--- config.mk ---
export PLATFORM = sky130hd
export DESIGN_NAME = stp_prescaler
export DESIGN_NICKNAME = d
export VERILOG_FILES = /design/src/rtl/stp_pin_sync.v /design/src/rtl/stp_prescaler.v
export VERILOG_INCLUDE_DIRS = /design/src /design/src/rtl
export SDC_FILE = /design/constraint.sdc
export NUM_CORES = 1
export LEC_CHECK = 0
export ABC_AREA = 1
export BUFFER_PORTS_ARGS = -buffer_cell sky130_fd_sc_hd__buf_2
export CAP_MARGIN = 20
export CORE_ASPECT_RATIO = 1.2
export CORE_MARGIN = 4
export CORE_UTILIZATION = 40
export CTS_CLUSTER_SIZE = 30
export DETAILED_ROUTE_END_ITERATION = 10
export GPL_TIMING_DRIVEN = 0
export HOLD_SLACK_MARGIN = 0.03
export PLACE_DENSITY = 0.68
export SLEW_MARGIN = 20
export SYNTH_ARGS = -nofsm -noshare
export SYNTH_HDL_FRONTEND = slang
export SYNTH_HIERARCHICAL = 1
export SYNTH_SLANG_ARGS = --single-unit
--- constraint.sdc ---
create_clock -name clk -period 2.1 [get_ports clk]
set_clock_uncertainty 0.15 [all_clocks]
set_input_delay 0.63 -clock clk [delete_from_list [all_inputs] [get_ports clk]]
set_output_delay 0.63 -clock clk [all_outputs]
set_load 0.05 [all_outputs]
--- src/rtl/stp_defs.vh ---
// Constants for the shared timer prescaler.
// Assumes inclusion by bare name from rtl modules; definitions only.
`ifndef STP_DEFS_VH
`define STP_DEFS_VH

// ----------------------------------------
// Register map
// ----------------------------------------
`define STP_ADDR_W 4
`define STP_OFS_SYNC_CTRL 4'h0
`define STP_OFS_TICK_SEL 4'h1
`define STP_BIT_HOLD 7
`define STP_BIT_DIVRST 0
`define STP_SYNC_CTRL_RST 8'h00
`define STP_TICK_SEL_RST 8'h00

// ----------------------------------------
// Tick source codes
// ----------------------------------------
`define STP_SEL_STOP 3'h0
`define STP_SEL_DIRECT 3'h1
`define STP_SEL_DIV8 3'h2
`define STP_SEL_DIV64 3'h3
`define STP_SEL_DIV256 3'h4
`define STP_SEL_DIV1024 3'h5
`define STP_SEL_EXT_FALL 3'h6
`define STP_SEL_EXT_RISE 3'h7

// ----------------------------------------
// Divider taps (terminal counts)
// ----------------------------------------
`define STP_DIV_W 10
`define STP_TAP8_MASK 10'h007
`define STP_TAP64_MASK 10'h03F
`define STP_TAP256_MASK 10'h0FF
`define STP_TAP1024_MASK 10'h3FF

`endif

--- src/rtl/stp_pin_sync.v ---
// External count pin synchroniser and edge detector.
// Assumes one clock; pin is asynchronous to it.
`include "stp_defs.vh"

module stp_pin_sync (
  // Clock and reset
  input wire clk,
  input wire rstn,
  // Pin
  input wire external_count_pin,
  // Edge outputs
  output wire rise_pulse,
  output wire fall_pulse
);

  reg latch_ff;
  reg sync_ff;
  reg hist_ff;

  // ----------------------------------------
  // Sample stage then compare stage
  // ----------------------------------------
  // Latch transparent in clock-high phase modelled as a first flop stage
  always @(posedge clk) begin
    if (!rstn) begin
      latch_ff <= 1'b0;
      sync_ff <= 1'b0;
      hist_ff <= 1'b0;
    end else begin
      latch_ff <= external_count_pin;
      sync_ff <= latch_ff;
      hist_ff <= sync_ff;
    end
  end

  assign rise_pulse = sync_ff & ~hist_ff;
  assign fall_pulse = ~sync_ff & hist_ff;

endmodule // stp_pin_sync

--- src/rtl/stp_prescaler.v ---
// Shared timer prescaler: one free-running divider, two tick selectors.
// Assumes a simple strobe register port; count pins may be asynchronous.
//
// The register offsets and the strobed register port were chosen for this implementation.
`include "stp_defs.vh"

module stp_prescaler (
  // Clock and reset
  input wire clk,
  input wire rstn,
  // Register port
  input wire [3:0] reg_addr,
  input wire [7:0] reg_wdata,
  input wire reg_wr,
  input wire reg_rd,
  output wire [7:0] reg_rdata,
  // External count pins, timer 0 and timer 1
  input wire external_count_pin0,
  input wire external_count_pin1,
  // Count ticks to the timers
  output wire tick0,
  output wire tick1,
  // Divider held in reset
  output wire timers_halted
);

  reg [`STP_DIV_W-1:0] div_ff;
  reg sync_hold_mode_ff;
  reg divider_reset_bit_ff;
  reg [2:0] tick_source_select0_ff;
  reg [2:0] tick_source_select1_ff;
  reg [7:0] rdata_ff;
  reg nxt_hold;
  reg nxt_divrst;
  wire rise0, fall0, rise1, fall1;
  wire wr_sync;
  wire [`STP_DIV_W-1:0] nxt_div;

  // ----------------------------------------
  // Tap selection function
  // ----------------------------------------
  function tap_tick;
    input [2:0] sel;
    input [`STP_DIV_W-1:0] cnt;
    input rise;
    input fall;
    input halted;
    begin
      case (sel)
        `STP_SEL_STOP: tap_tick = 1'b0;
        `STP_SEL_DIRECT: tap_tick = ~halted;
        `STP_SEL_DIV8:
          tap_tick = ~halted & ((cnt & `STP_TAP8_MASK) == `STP_TAP8_MASK);
        `STP_SEL_DIV64:
          tap_tick = ~halted & ((cnt & `STP_TAP64_MASK) == `STP_TAP64_MASK);
        `STP_SEL_DIV256:
          tap_tick = ~halted & ((cnt & `STP_TAP256_MASK) == `STP_TAP256_MASK);
        `STP_SEL_DIV1024:
          tap_tick = ~halted & (cnt == `STP_TAP1024_MASK);
        `STP_SEL_EXT_FALL: tap_tick = fall;
        `STP_SEL_EXT_RISE: tap_tick = rise;
        default: tap_tick = 1'b0;
      endcase
    end
  endfunction

  // ----------------------------------------
  // Pin synchronisers
  // ----------------------------------------
  stp_pin_sync u_sync0 (
    .clk(clk),
    .rstn(rstn),
    .external_count_pin(external_count_pin0),
    .rise_pulse(rise0),
    .fall_pulse(fall0)
  );

  stp_pin_sync u_sync1 (
    .clk(clk),
    .rstn(rstn),
    .external_count_pin(external_count_pin1),
    .rise_pulse(rise1),
    .fall_pulse(fall1)
  );

  // ----------------------------------------
  // Shared divider
  // ----------------------------------------
  assign nxt_div = div_ff + 10'h001;

  always @(posedge clk) begin
    if (!rstn) begin
      div_ff <= {`STP_DIV_W{1'b0}};
    end else if (divider_reset_bit_ff) begin
      div_ff <= {`STP_DIV_W{1'b0}};
    end else begin
      div_ff <= nxt_div;
    end
  end

  assign timers_halted = divider_reset_bit_ff;
  // Both timers see one divider, so one reset restarts both periods
  assign tick0 = tap_tick(tick_source_select0_ff, div_ff, rise0, fall0,
                          divider_reset_bit_ff);
  assign tick1 = tap_tick(tick_source_select1_ff, div_ff, rise1, fall1,
                          divider_reset_bit_ff);

  // ----------------------------------------
  // Control register
  // ----------------------------------------
  assign wr_sync = reg_wr & (reg_addr == `STP_OFS_SYNC_CTRL);

  always @* begin
    nxt_hold = sync_hold_mode_ff;
    nxt_divrst = divider_reset_bit_ff;
    if (wr_sync) begin
      nxt_hold = reg_wdata[`STP_BIT_HOLD];
      nxt_divrst = reg_wdata[`STP_BIT_DIVRST] & reg_wdata[`STP_BIT_HOLD];
      if (reg_wdata[`STP_BIT_DIVRST] & ~reg_wdata[`STP_BIT_HOLD]) begin
        nxt_divrst = 1'b1;
      end
    end else if (!sync_hold_mode_ff) begin
      nxt_divrst = 1'b0;
    end
  end

  always @(posedge clk) begin
    if (!rstn) begin
      sync_hold_mode_ff <= 1'b0;
      divider_reset_bit_ff <= 1'b0;
      tick_source_select0_ff <= 3'h0;
      tick_source_select1_ff <= 3'h0;
    end else begin
      sync_hold_mode_ff <= nxt_hold;
      divider_reset_bit_ff <= nxt_divrst;
      if (reg_wr && reg_addr == `STP_OFS_TICK_SEL) begin
        tick_source_select0_ff <= reg_wdata[2:0];
        tick_source_select1_ff <= reg_wdata[6:4];
      end
    end
  end

  // ----------------------------------------
  // Read port
  // ----------------------------------------
  always @(posedge clk) begin
    if (!rstn) begin
      rdata_ff <= 8'h00;
    end else if (reg_rd) begin
      case (reg_addr)
        `STP_OFS_SYNC_CTRL:
          rdata_ff <= {sync_hold_mode_ff, 6'h00, divider_reset_bit_ff};
        `STP_OFS_TICK_SEL:
          rdata_ff <= {1'b0, tick_source_select1_ff, 1'b0, tick_source_select0_ff};
        default: rdata_ff <= 8'h00;
      endcase
    end else begin
      rdata_ff <= 8'h00;
    end
  end

  assign reg_rdata = rdata_ff;

endmodule // stp_prescaler

### Yosys cells after proc, flatten, opt, wreduce, memory -nomap -nowiden

Cells that the tools add are included.

| cells by class | value |
|---|---|
| add/sub/neg operators | 1 |
| equality and inequality tests | 20 |
| mux-type cells | 6 |
| bitwise gates (word level) | 18 |
| reduce and logical (&&, ||, !) cells | 6 |

Operators by type and width:

| operator | number |
|---|---|
| == test 3 bit (second input constant) | 9 |
| one-hot mux 1 bit (8 select lines) | 2 |
| one-hot mux 8 bit (2 select lines) | 1 |
| == test 3 x 2 -> 1 bit (second input constant) | 4 |
| bitwise AND 1 bit | 11 |
| adder 10 x 1 -> 10 bit (second input constant) | 1 |
| == test 10 bit (second input constant) | 1 |
| == test 8 bit (second input constant) | 1 |
| NOT 1 bit | 7 |
| == test 3 x 1 -> 1 bit (second input constant) | 2 |
| == test 6 bit (second input constant) | 1 |
| zero test 3 bit | 2 |
| == test 4 x 1 -> 1 bit (second input constant) | 1 |
| zero test 4 bit | 1 |
| two-way mux 1 bit | 3 |
| != test 2 x 1 -> 1 bit (second input constant) | 1 |
| AND reduction 2 bit | 1 |
| OR reduction 2 bit | 1 |
| logical AND 1 bit | 1 |

| word-level totals | value |
|---|---|
| register bits | 32 |
| input port bits | 18 |
| output and inout port bits | 11 |
| word-level logic and storage cells | 63 |

### Longest topological paths before layout

Gate-level depths: netlist (run 1).

| depth | value |
|---|---|
| word-level depth | 4 |
| gate-level depth with buffers | 7 |
| gate-level depth less buffers | 7 |

### Hierarchy

The synthesis (run 1) kept the hierarchy.

Modules (own cells, without submodules):

| module | instances | cells each | area each (um^2) | sequential area each (um^2) |
|---|---|---|---|---|
| stp_prescaler | 1 | 149 | 1132.3 | 500.5 |
| stp_pin_sync | 2 | 13 | 100.1 | 60.1 |

### Least setup slack after synthesis (run 1)

OpenSTA, ideal clock, no wires.

| path | value |
|---|---|
| path kind | register to output |
| from | register divider_reset_bit_ff, in the netlist timers_halted |
| to | output tick1 |
| arrival time | 1.486 ns |
| required time | 1.320 ns |
| path slack | -0.166 ns |
| cell stages (with the launch flop) | 6 |
| buffers on the path | 0 |
| cells stage by stage | dfxtp_1 inv_2 nand3_2 nor2_1 nor2_1 nand3_1 |

| on the way | value |
|---|---|
| longest elaborated chain between the ends | 3 |
| elaborated cells on any way between the ends | 6 |
| classes of those cells | 1 x mux; 5 x bitwise |

Ends and longest elaborated chain:

| what | RTL line | text |
|---|---|---|
| start, declared | stp_prescaler.v:29 | `reg divider_reset_bit_ff;` |
| start signal, assigned | stp_prescaler.v:135 | `divider_reset_bit_ff <= nxt_divrst;` |
| NOT 1 bit * | -- |  |
| bitwise AND 1 bit (on tied branches) | -- |  |
| one-hot mux 1 bit (8 select lines) * | stp_prescaler.v:49 | `case (sel)` |
| end, declared | stp_prescaler.v:22 | `output wire tick1,` |

Mark *: on every way between the ends. The rest lies on a longest branch, timed or not.

### Worst setup path in the final report (run 1)

| path | value |
|---|---|
| from | register div_ff[1] |
| to | output tick0 |

| on the way | value |
|---|---|
| longest elaborated chain between the ends | 3 |
| elaborated cells on any way between the ends | 9 |
| classes of those cells | 4 x eq/ne; 1 x mux; 4 x bitwise |

Ends and longest elaborated chain:

| what | RTL line | text |
|---|---|---|
| start, declared | stp_prescaler.v:27 | `` reg [`STP_DIV_W-1:0] div_ff; `` |
| start signal, assigned | stp_prescaler.v:93 | `` div_ff <= {`STP_DIV_W{1'b0}}; `` |
| start signal, assigned | stp_prescaler.v:95 | `` div_ff <= {`STP_DIV_W{1'b0}}; `` |
| start signal, assigned | stp_prescaler.v:97 | `div_ff <= nxt_div;` |
| == test 10 bit (no source line), or another cell as far along | -- |  |
| bitwise AND 1 bit (on tied branches) | -- |  |
| one-hot mux 1 bit (8 select lines) * | stp_prescaler.v:49 |  |
| end, declared | stp_prescaler.v:21 | `output wire tick0,` |

Marks and branches as above.

==> results of run 1 <==
==> placed cells by master, fill, tap and decap left out, types with 4 or more instances in the layout <==
master	instances
dfxtp_1	28
buf_2	25
inv_1	24
nor2_1	20
nand2_1	20
a21oi_1	14
nand3_1	8
nor3_1	8
o21ai_1	8
nand3_2	6
o21ai_0	6
nor2_2	5
clkbuf_4	5
inv_2	4
==> logic make-up after synthesis <==
kind of cell               synth area share
buffers and inverters               0.09577
AOI/OAI and AO/OA                    0.1221
and+or+nand+nor                      0.2948
adders and majority gates           0.01878
other                              0.002814
DFF                                  0.4657
==> Yosys cell counts (all sizes together) <==
| master | n | share of area |
|---|---|---|
| a21oi | 15 | 0.059 |
| ha | 2 | 0.019 |
| o21ai | 14 | 0.053 |
| o22ai | 1 | 0.0047 |
| nor3 | 8 | 0.030 |
| nand4 | 3 | 0.014 |
| inv | 29 | 0.084 |
| nor2 | 29 | 0.12 |
| clkinv | 1 | 0.0028 |
| nand3 | 14 | 0.060 |
| nor3b | 1 | 0.0056 |
| buf | 2 | 0.0094 |
| dfxtp | 31 | 0.47 |
| conb | 1 | 0.0028 |
| o21a | 1 | 0.0056 |
| nand2 | 23 | 0.069 |
==> metrics by stage <==
step / worst slack [ns] / std cells / hold slack, ns / util
final: -0.2138 / 247 / 0.2706 / 0.5279
after CTS: -0.2324 / 247 / 0.2722 / 0.5231
after floorplan: 0.1273 / 175 / 0.2400 / -
after detailed placement: -0.06571 / 237 / 0.2493 / 0.4841
after global routing: -0.3184 / 247 / 0.2987 / 0.5279
after global placement: -0.06346 / 237 / 0.2432 / 0.4841
==> path summary, 6_finish.rpt <==
| path | depth (start not counted) | endpoint | slack, ns |
|---|---|---|---|
| hold / removal | 2 | u_sync0/sync_ff$_SDFF_PN0_ | 0.27 |
| hold reg to reg | 2 | u_sync0/sync_ff$_SDFF_PN0_ | 0.27 |
| setup / recovery | 8 | tick0 | -0.21 |
| setup reg to reg | 7 | div_ff[8]$_SDFF_PP0_ | 0.79 |
==> cell type report <==
type / instances / area (µm²) / area share
Buffer: 2 / 12.51 / 0.007553
Sequential cell: 31 / 624.3 / 0.3769
Timing Repair Buffer: 28 / 165.2 / 0.09970
Tap cell: 36 / 45.04 / 0.02719
Clock buffer: 5 / 37.54 / 0.02266
Inverter: 30 / 115.1 / 0.06949
Clock inverter: 3 / 15.01 / 0.009063
Multi-Input combinational cell: 112 / 641.9 / 0.3875
==> tightest hold or removal path, cell delays in order, from the launching register on <==
cell and delay (ns):
dfxtp_1 0.32, nand2_1 0.05, inv_1 0.04
==> power groups by stage <==
| stage | Clock (µW) | Sequential [µW] | Combinational (µW) |
|---|---|---|---|
| after floorplan | 0 | 622 | 43.8 |
| after global placement | 0 | 622 | 69.2 |
| after detailed placement | 0 | 623 | 69.7 |
| after CTS | 339 | 612 | 76.8 |
| after global routing | 373 | 615 | 87.8 |
| final | 329 | 613 | 76.6 |
==> sequential cells by signal, summed over array words and instances (netlist names) <==
| register | cells |
|---|---|
| u_sync0/latch_ff | 1 |
| u_sync1/sync_ff | 1 |
| tick_source_select1_ff | 3 |
| timers_halted | 1 |
| u_sync1/hist_ff | 1 |
| u_sync0/sync_ff | 1 |
| u_sync0/hist_ff | 1 |
| tick_source_select0_ff | 3 |
| reg_rdata | 7 |
| div_ff | 10 |
| u_sync1/latch_ff | 1 |
| sync_hold_mode_ff | 1 |
==> per-layer routing <==
layer | part of all wire | vias to the layer above
met1 | 0.42 | 522
met4 | 0.020 | 0
li1 | - | 629
met3 | 0.061 | 7
met2 | 0.50 | 23
met5 | 0 | -
==> timing repair <==
action	CTS	global route
setup endpoints to repair	2	2
pin swaps	5	7
resized for setup	15	3
buffers inserted	2	0
==> impl_metrics.toml, run 1 <==
[critical_path]
critPathLaunch = "div_ff[1]$_SDFF_PP0_"
cp-end-kind = "output port"
path_delay_family = "simple AND/OR/NAND/NOR gates"
arrival_ns = 1.53
slowest_stage = "dfxtp_2"
worstPathMaxFanout = 3
cp_slowest_stage_delay_ns = 0.36
crit_top_cell = "nand3_2"
crit_chain = "ha_4, nand2_4, nor2_4, nand3_2, inv_2, nand3_2, nand3_2, buf_8"
path_class = "flop to output port"
start_kind = "flop"
worstPathRequired_ns = 1.32
critPathBufInv = 2
r2r-start = "div_ff[1]$_SDFF_PP0_"

[cts]
path_clk_slew_ns = 0.09
cts_tree = "done"
clock_sinks = 31
cts_htree_levels = 2
hold_buffers = 0
cts_root_buffer = "clkbuf_4"
cts_made_buffers = 5
clock_latency_ns = 0.33
cts-root-to-sink-buffers = 2

[floorplan]
io_pins = 29
fp.dieW_um = 60.69
dieArea_mm2 = 0.004323
die_h_um = 71.23
core_area_mm2 = 0.003138
rows = 22
initial_utilization = 0.4246

[global_routing]
grt_pass1_vias = 1106
grt_use_met1 = 0.1503
grt_usage = 0.1353
use_met2 = 0.2212
grt-ovfl-total = 0
use_met3 = 0.05766
grt_max_degree = 15
grt_pass1_wl_um = 4450
antenna_found_initial = 0
gr-max-usage-layer = "met2"

[logic_synthesis]
yosysUniqueCellTypes = 26
syn-num-nets = 195
synth_seq_cells = 31
yosys_warnings = 6
synth.avg_cell_area_um2 = 7.614
synthCells = 175
syn_area_mm2 = 0.001333
ys_seq_area_frac = 0.4657

[placement]
place_area_mm2 = 0.001519
gp_congestion = 0.7645
dp_hpwl_um = 1913
io_buffers = 26

[layout]
area_growth_pct = 24.32
nFillCells = 331
finalNetCount = 230
final_area_mm2 = 0.001657
drive_above_1_share = 0.3175
antennaDiodeCount = 0

[hold_path]
min_path_type = "flop to flop"
hold_path_startpoint = "u_sync0/latch_ff$_SDFF_PN0_"

[power_and_ir_drop]
p_switching_uw = 260.0
p_leak_uw = 0.0007275
swShare = 0.2554
sequentialPowerShare = 0.602
powerDensity_mw_per_mm2 = 614.6
power.share.clock = 0.323
internal-power_uw = 758.2
combinationalPowerShare = 0.075
total_power_uw = 1018
peakVddDrop_mv = 0.3935

[sta]
worst_slack_ns = -0.2138
slew_violations = 0
finalSetupViolCount = 2
hold_viol = 0
fin_crit_sh = 1.102
rsz0062_at_grt = "yes"
fin_tns_setup_ns = -0.4197
clock.fmax_mhz = 432.2
post-route-min-period_ns = 2.314

[drt]
post-route-drc-count = 0
viasPerCell = 4.781
vias = 1181
detail-route-antenna-nets = 0
wl_um = 2526
drt_iter0_drc = 26
firstDrtPassIters = 4
wire_per_inst_um = 10.23

[outcome]
violations = "setup timing"
status = "finished with violations"

[job]
drv_cap = 0
Power figures use the tool's default switching activity.
==> run 2, diff against run 1 <==
ABC_CLOCK_PERIOD_IN_PS = 2100   (was not set)
CAP_MARGIN = 15   (was 20)
CORE_UTILIZATION = 30   (was 40)
PLACE_DENSITY = 0.55   (was 0.68)
==> run 2 against run 1 <==
- the run still ends with setup timing left
- clock power up 43%
- critical path depth unchanged
- combinational power up 1%
==> impl_metrics.toml, run 2 (same netlist as run 1, synthesis figures left out) <==
[cts]
hold_buffers = 0
cts_made_buffers = 5
cts_tree = "done"
clock_latency_ns = 0.28
clock_sinks = 31
path_clk_slew_ns = 0.06
cts_htree_levels = 2
cts-root-to-sink-buffers = 2
cts_root_buffer = "clkbuf_8"

[critical_path]
slowest_stage = "dfxtp_2"
worstPathMaxFanout = 3
r2r-start = "div_ff[0]$_SDFF_PP0_"
critPathBufInv = 2
path_delay_family = "simple AND/OR/NAND/NOR gates"
worstPathRequired_ns = 1.32
start_kind = "flop"
crit_chain = "ha_4, nand2_4, nor2_4, nand3_4, inv_2, nand3_2, nand3_2, buf_8"
cp_slowest_stage_delay_ns = 0.35
crit_cells = 8
crit_top_cell = "nand3_2"
arrival_ns = 1.48
cp-end-kind = "output port"
r2r_slack_ns = 0.78
critPathLaunch = "div_ff[0]$_SDFF_PP0_"
path_class = "flop to output port"
r2r_end = "div_ff[8]$_SDFF_PP0_"
ff2ff_path_depth = 7
cp-endpoint = "tick0"

[drt]
drt_iter0_drc = 8
detail-route-antenna-nets = 0
wl_um = 2723
viasPerCell = 4.380
wire_per_inst_um = 10.24
post-route-drc-count = 0
firstDrtPassIters = 2
vias = 1165

[sta]
clock.fmax_mhz = 443.5
rsz0062_at_grt = "yes"
hold_viol = 0
fin_crit_sh = 1.074
holdWs_ns = 0.2612
worst_slack_ns = -0.1550
slew_violations = 0
finalSetupViolCount = 2
fin_tns_setup_ns = -0.2794
post-route-min-period_ns = 2.255

[power_and_ir_drop]
p_switching_uw = 270.5
power.share.clock = 0.406
sequentialPowerShare = 0.527
powerDensity_mw_per_mm2 = 670.6
peakVddDrop_mv = 0.2973
swShare = 0.2328
p_leak_uw = 0.0007413
internal-power_uw = 891.6
combinationalPowerShare = 0.067

[placement]
dpl.cell_count = 257
gp_congestion = 0.7204
io_buffers = 26
dp_hpwl_um = 2034
place_area_mm2 = 0.001544

[global_routing]
grt_max_degree = 15
grt-ovfl-total = 0
grt_pass1_wl_um = 4726
grt_usage = 0.1152
grt_pass1_vias = 1125
antenna_found_initial = 0

[outcome]
violations = "setup timing"
status = "finished with violations"

[layout]
finalNetCount = 230
drive_above_1_share = 0.3381
stdcell_count = 266
layout_common_cells = "dfxtp_1, buf_2, inv_1, nand2_1, nor2_1"
largest_reg_flops = 10
layout_commonest_cell = "dfxtp_1"
area_growth_pct = 30.05
final_area_mm2 = 0.001733
antennaDiodeCount = 0
largest-register = "div_ff"

[floorplan]
fp.dieW_um = 68.84
die_h_um = 81.01
dieArea_mm2 = 0.005576
io_pins = 29
core_area_mm2 = 0.004262
rows = 26
initial_utilization = 0.3127

[job]
drv_cap = 0

[hold_path]
min_path_type = "flop to flop"
run 2: cell types whose count changed in the layout (fill, tap and decap cells not counted), moves of 2 or more:
cell / before / now
clkbuf_8: 0 / 6
nor2_1: 20 / 17
nor2_2: 5 / 9
clkinv_2: 3 / 1
clkbuf_4: 5 / 0
run 2: what timing repair did:
| item | 4_1_cts | 5_1_grt |
|---|---|---|
| setup buffers | 2 | 0 |
| endpoints found under the hold margin | 0 | 0 |
| endpoints found under the setup margin | 2 | 2 |
| resized for setup | 16 | 8 |
| pin swaps | 6 | 5 |
| gates cloned | 0 | 0 |
run 2: power groups by stage:
stage	Clock (µW)	Combinational, µW	Sequential, µW
2_1_floorplan	0	43.8	622
3_3_place_gp	0	70.3	623
3_5_place_dp	0	70.8	623
4_1_cts	489	78.0	613
5_1_grt	517	89.6	614
6_report	472	77.7	613
run 2: worst min-delay path by stage:
| stage | slack [ns] | from | depth (start not counted) | end |
|---|---|---|---|---|
| detailed placement | 0.25 | u_sync0/latch_ff$_SDFF_PN0_ | 2 | u_sync0/sync_ff$_SDFF_PN0_ |
| finish | 0.26 | u_sync0/latch_ff$_SDFF_PN0_ | 2 | u_sync0/sync_ff$_SDFF_PN0_ |
| floorplan | 0.24 | u_sync0/latch_ff$_SDFF_PN0_ | 2 | u_sync0/sync_ff$_SDFF_PN0_ |
| CTS | 0.26 | u_sync0/latch_ff$_SDFF_PN0_ | 2 | u_sync0/sync_ff$_SDFF_PN0_ |
| global route | 0.29 | u_sync1/latch_ff$_SDFF_PN0_ | 2 | u_sync1/sync_ff$_SDFF_PN0_ |
| global placement | 0.24 | u_sync0/latch_ff$_SDFF_PN0_ | 2 | u_sync0/sync_ff$_SDFF_PN0_ |
run 2: cell type report:
cell class,count,area [µm²]
Inverter,30,115.1
Sequential cell,31,625.6
Timing Repair Buffer,28,165.2
Fill cell,457,2529
Clock inverter,1,5.005
Tap cell,56,70.07
Buffer,2,12.51
Multi-Input combinational cell,112,656.9
Clock buffer,6,82.58
run 2: routing by layer:
metal / global-route usage / wire length (µm)
met3: 0.04288 / 168
met2: 0.1813 / 1256
met4: 0.07797 / 95
met5: 0 / 0
met1: 0.1264 / 1203
run 2: through the flow:
step           worst slack [ns]  utilization  total power, µW
2_1_floorplan            0.1273            -            665.4
3_3_place_gp           -0.08465       0.3623            692.8
3_5_place_dp            -0.1124       0.3623            693.6
4_1_cts                 -0.1957       0.4005             1180
5_1_grt                 -0.2381       0.4066             1221
6_report                -0.1550       0.4066             1162
run 2: tightest hold or removal path: cells and delay by family (launching register included):
kind	cells	cell delay (ns)
buffers and inverters	1	0.04
AND/OR/NAND/NOR	1	0.04
flip-flops	1	0.30
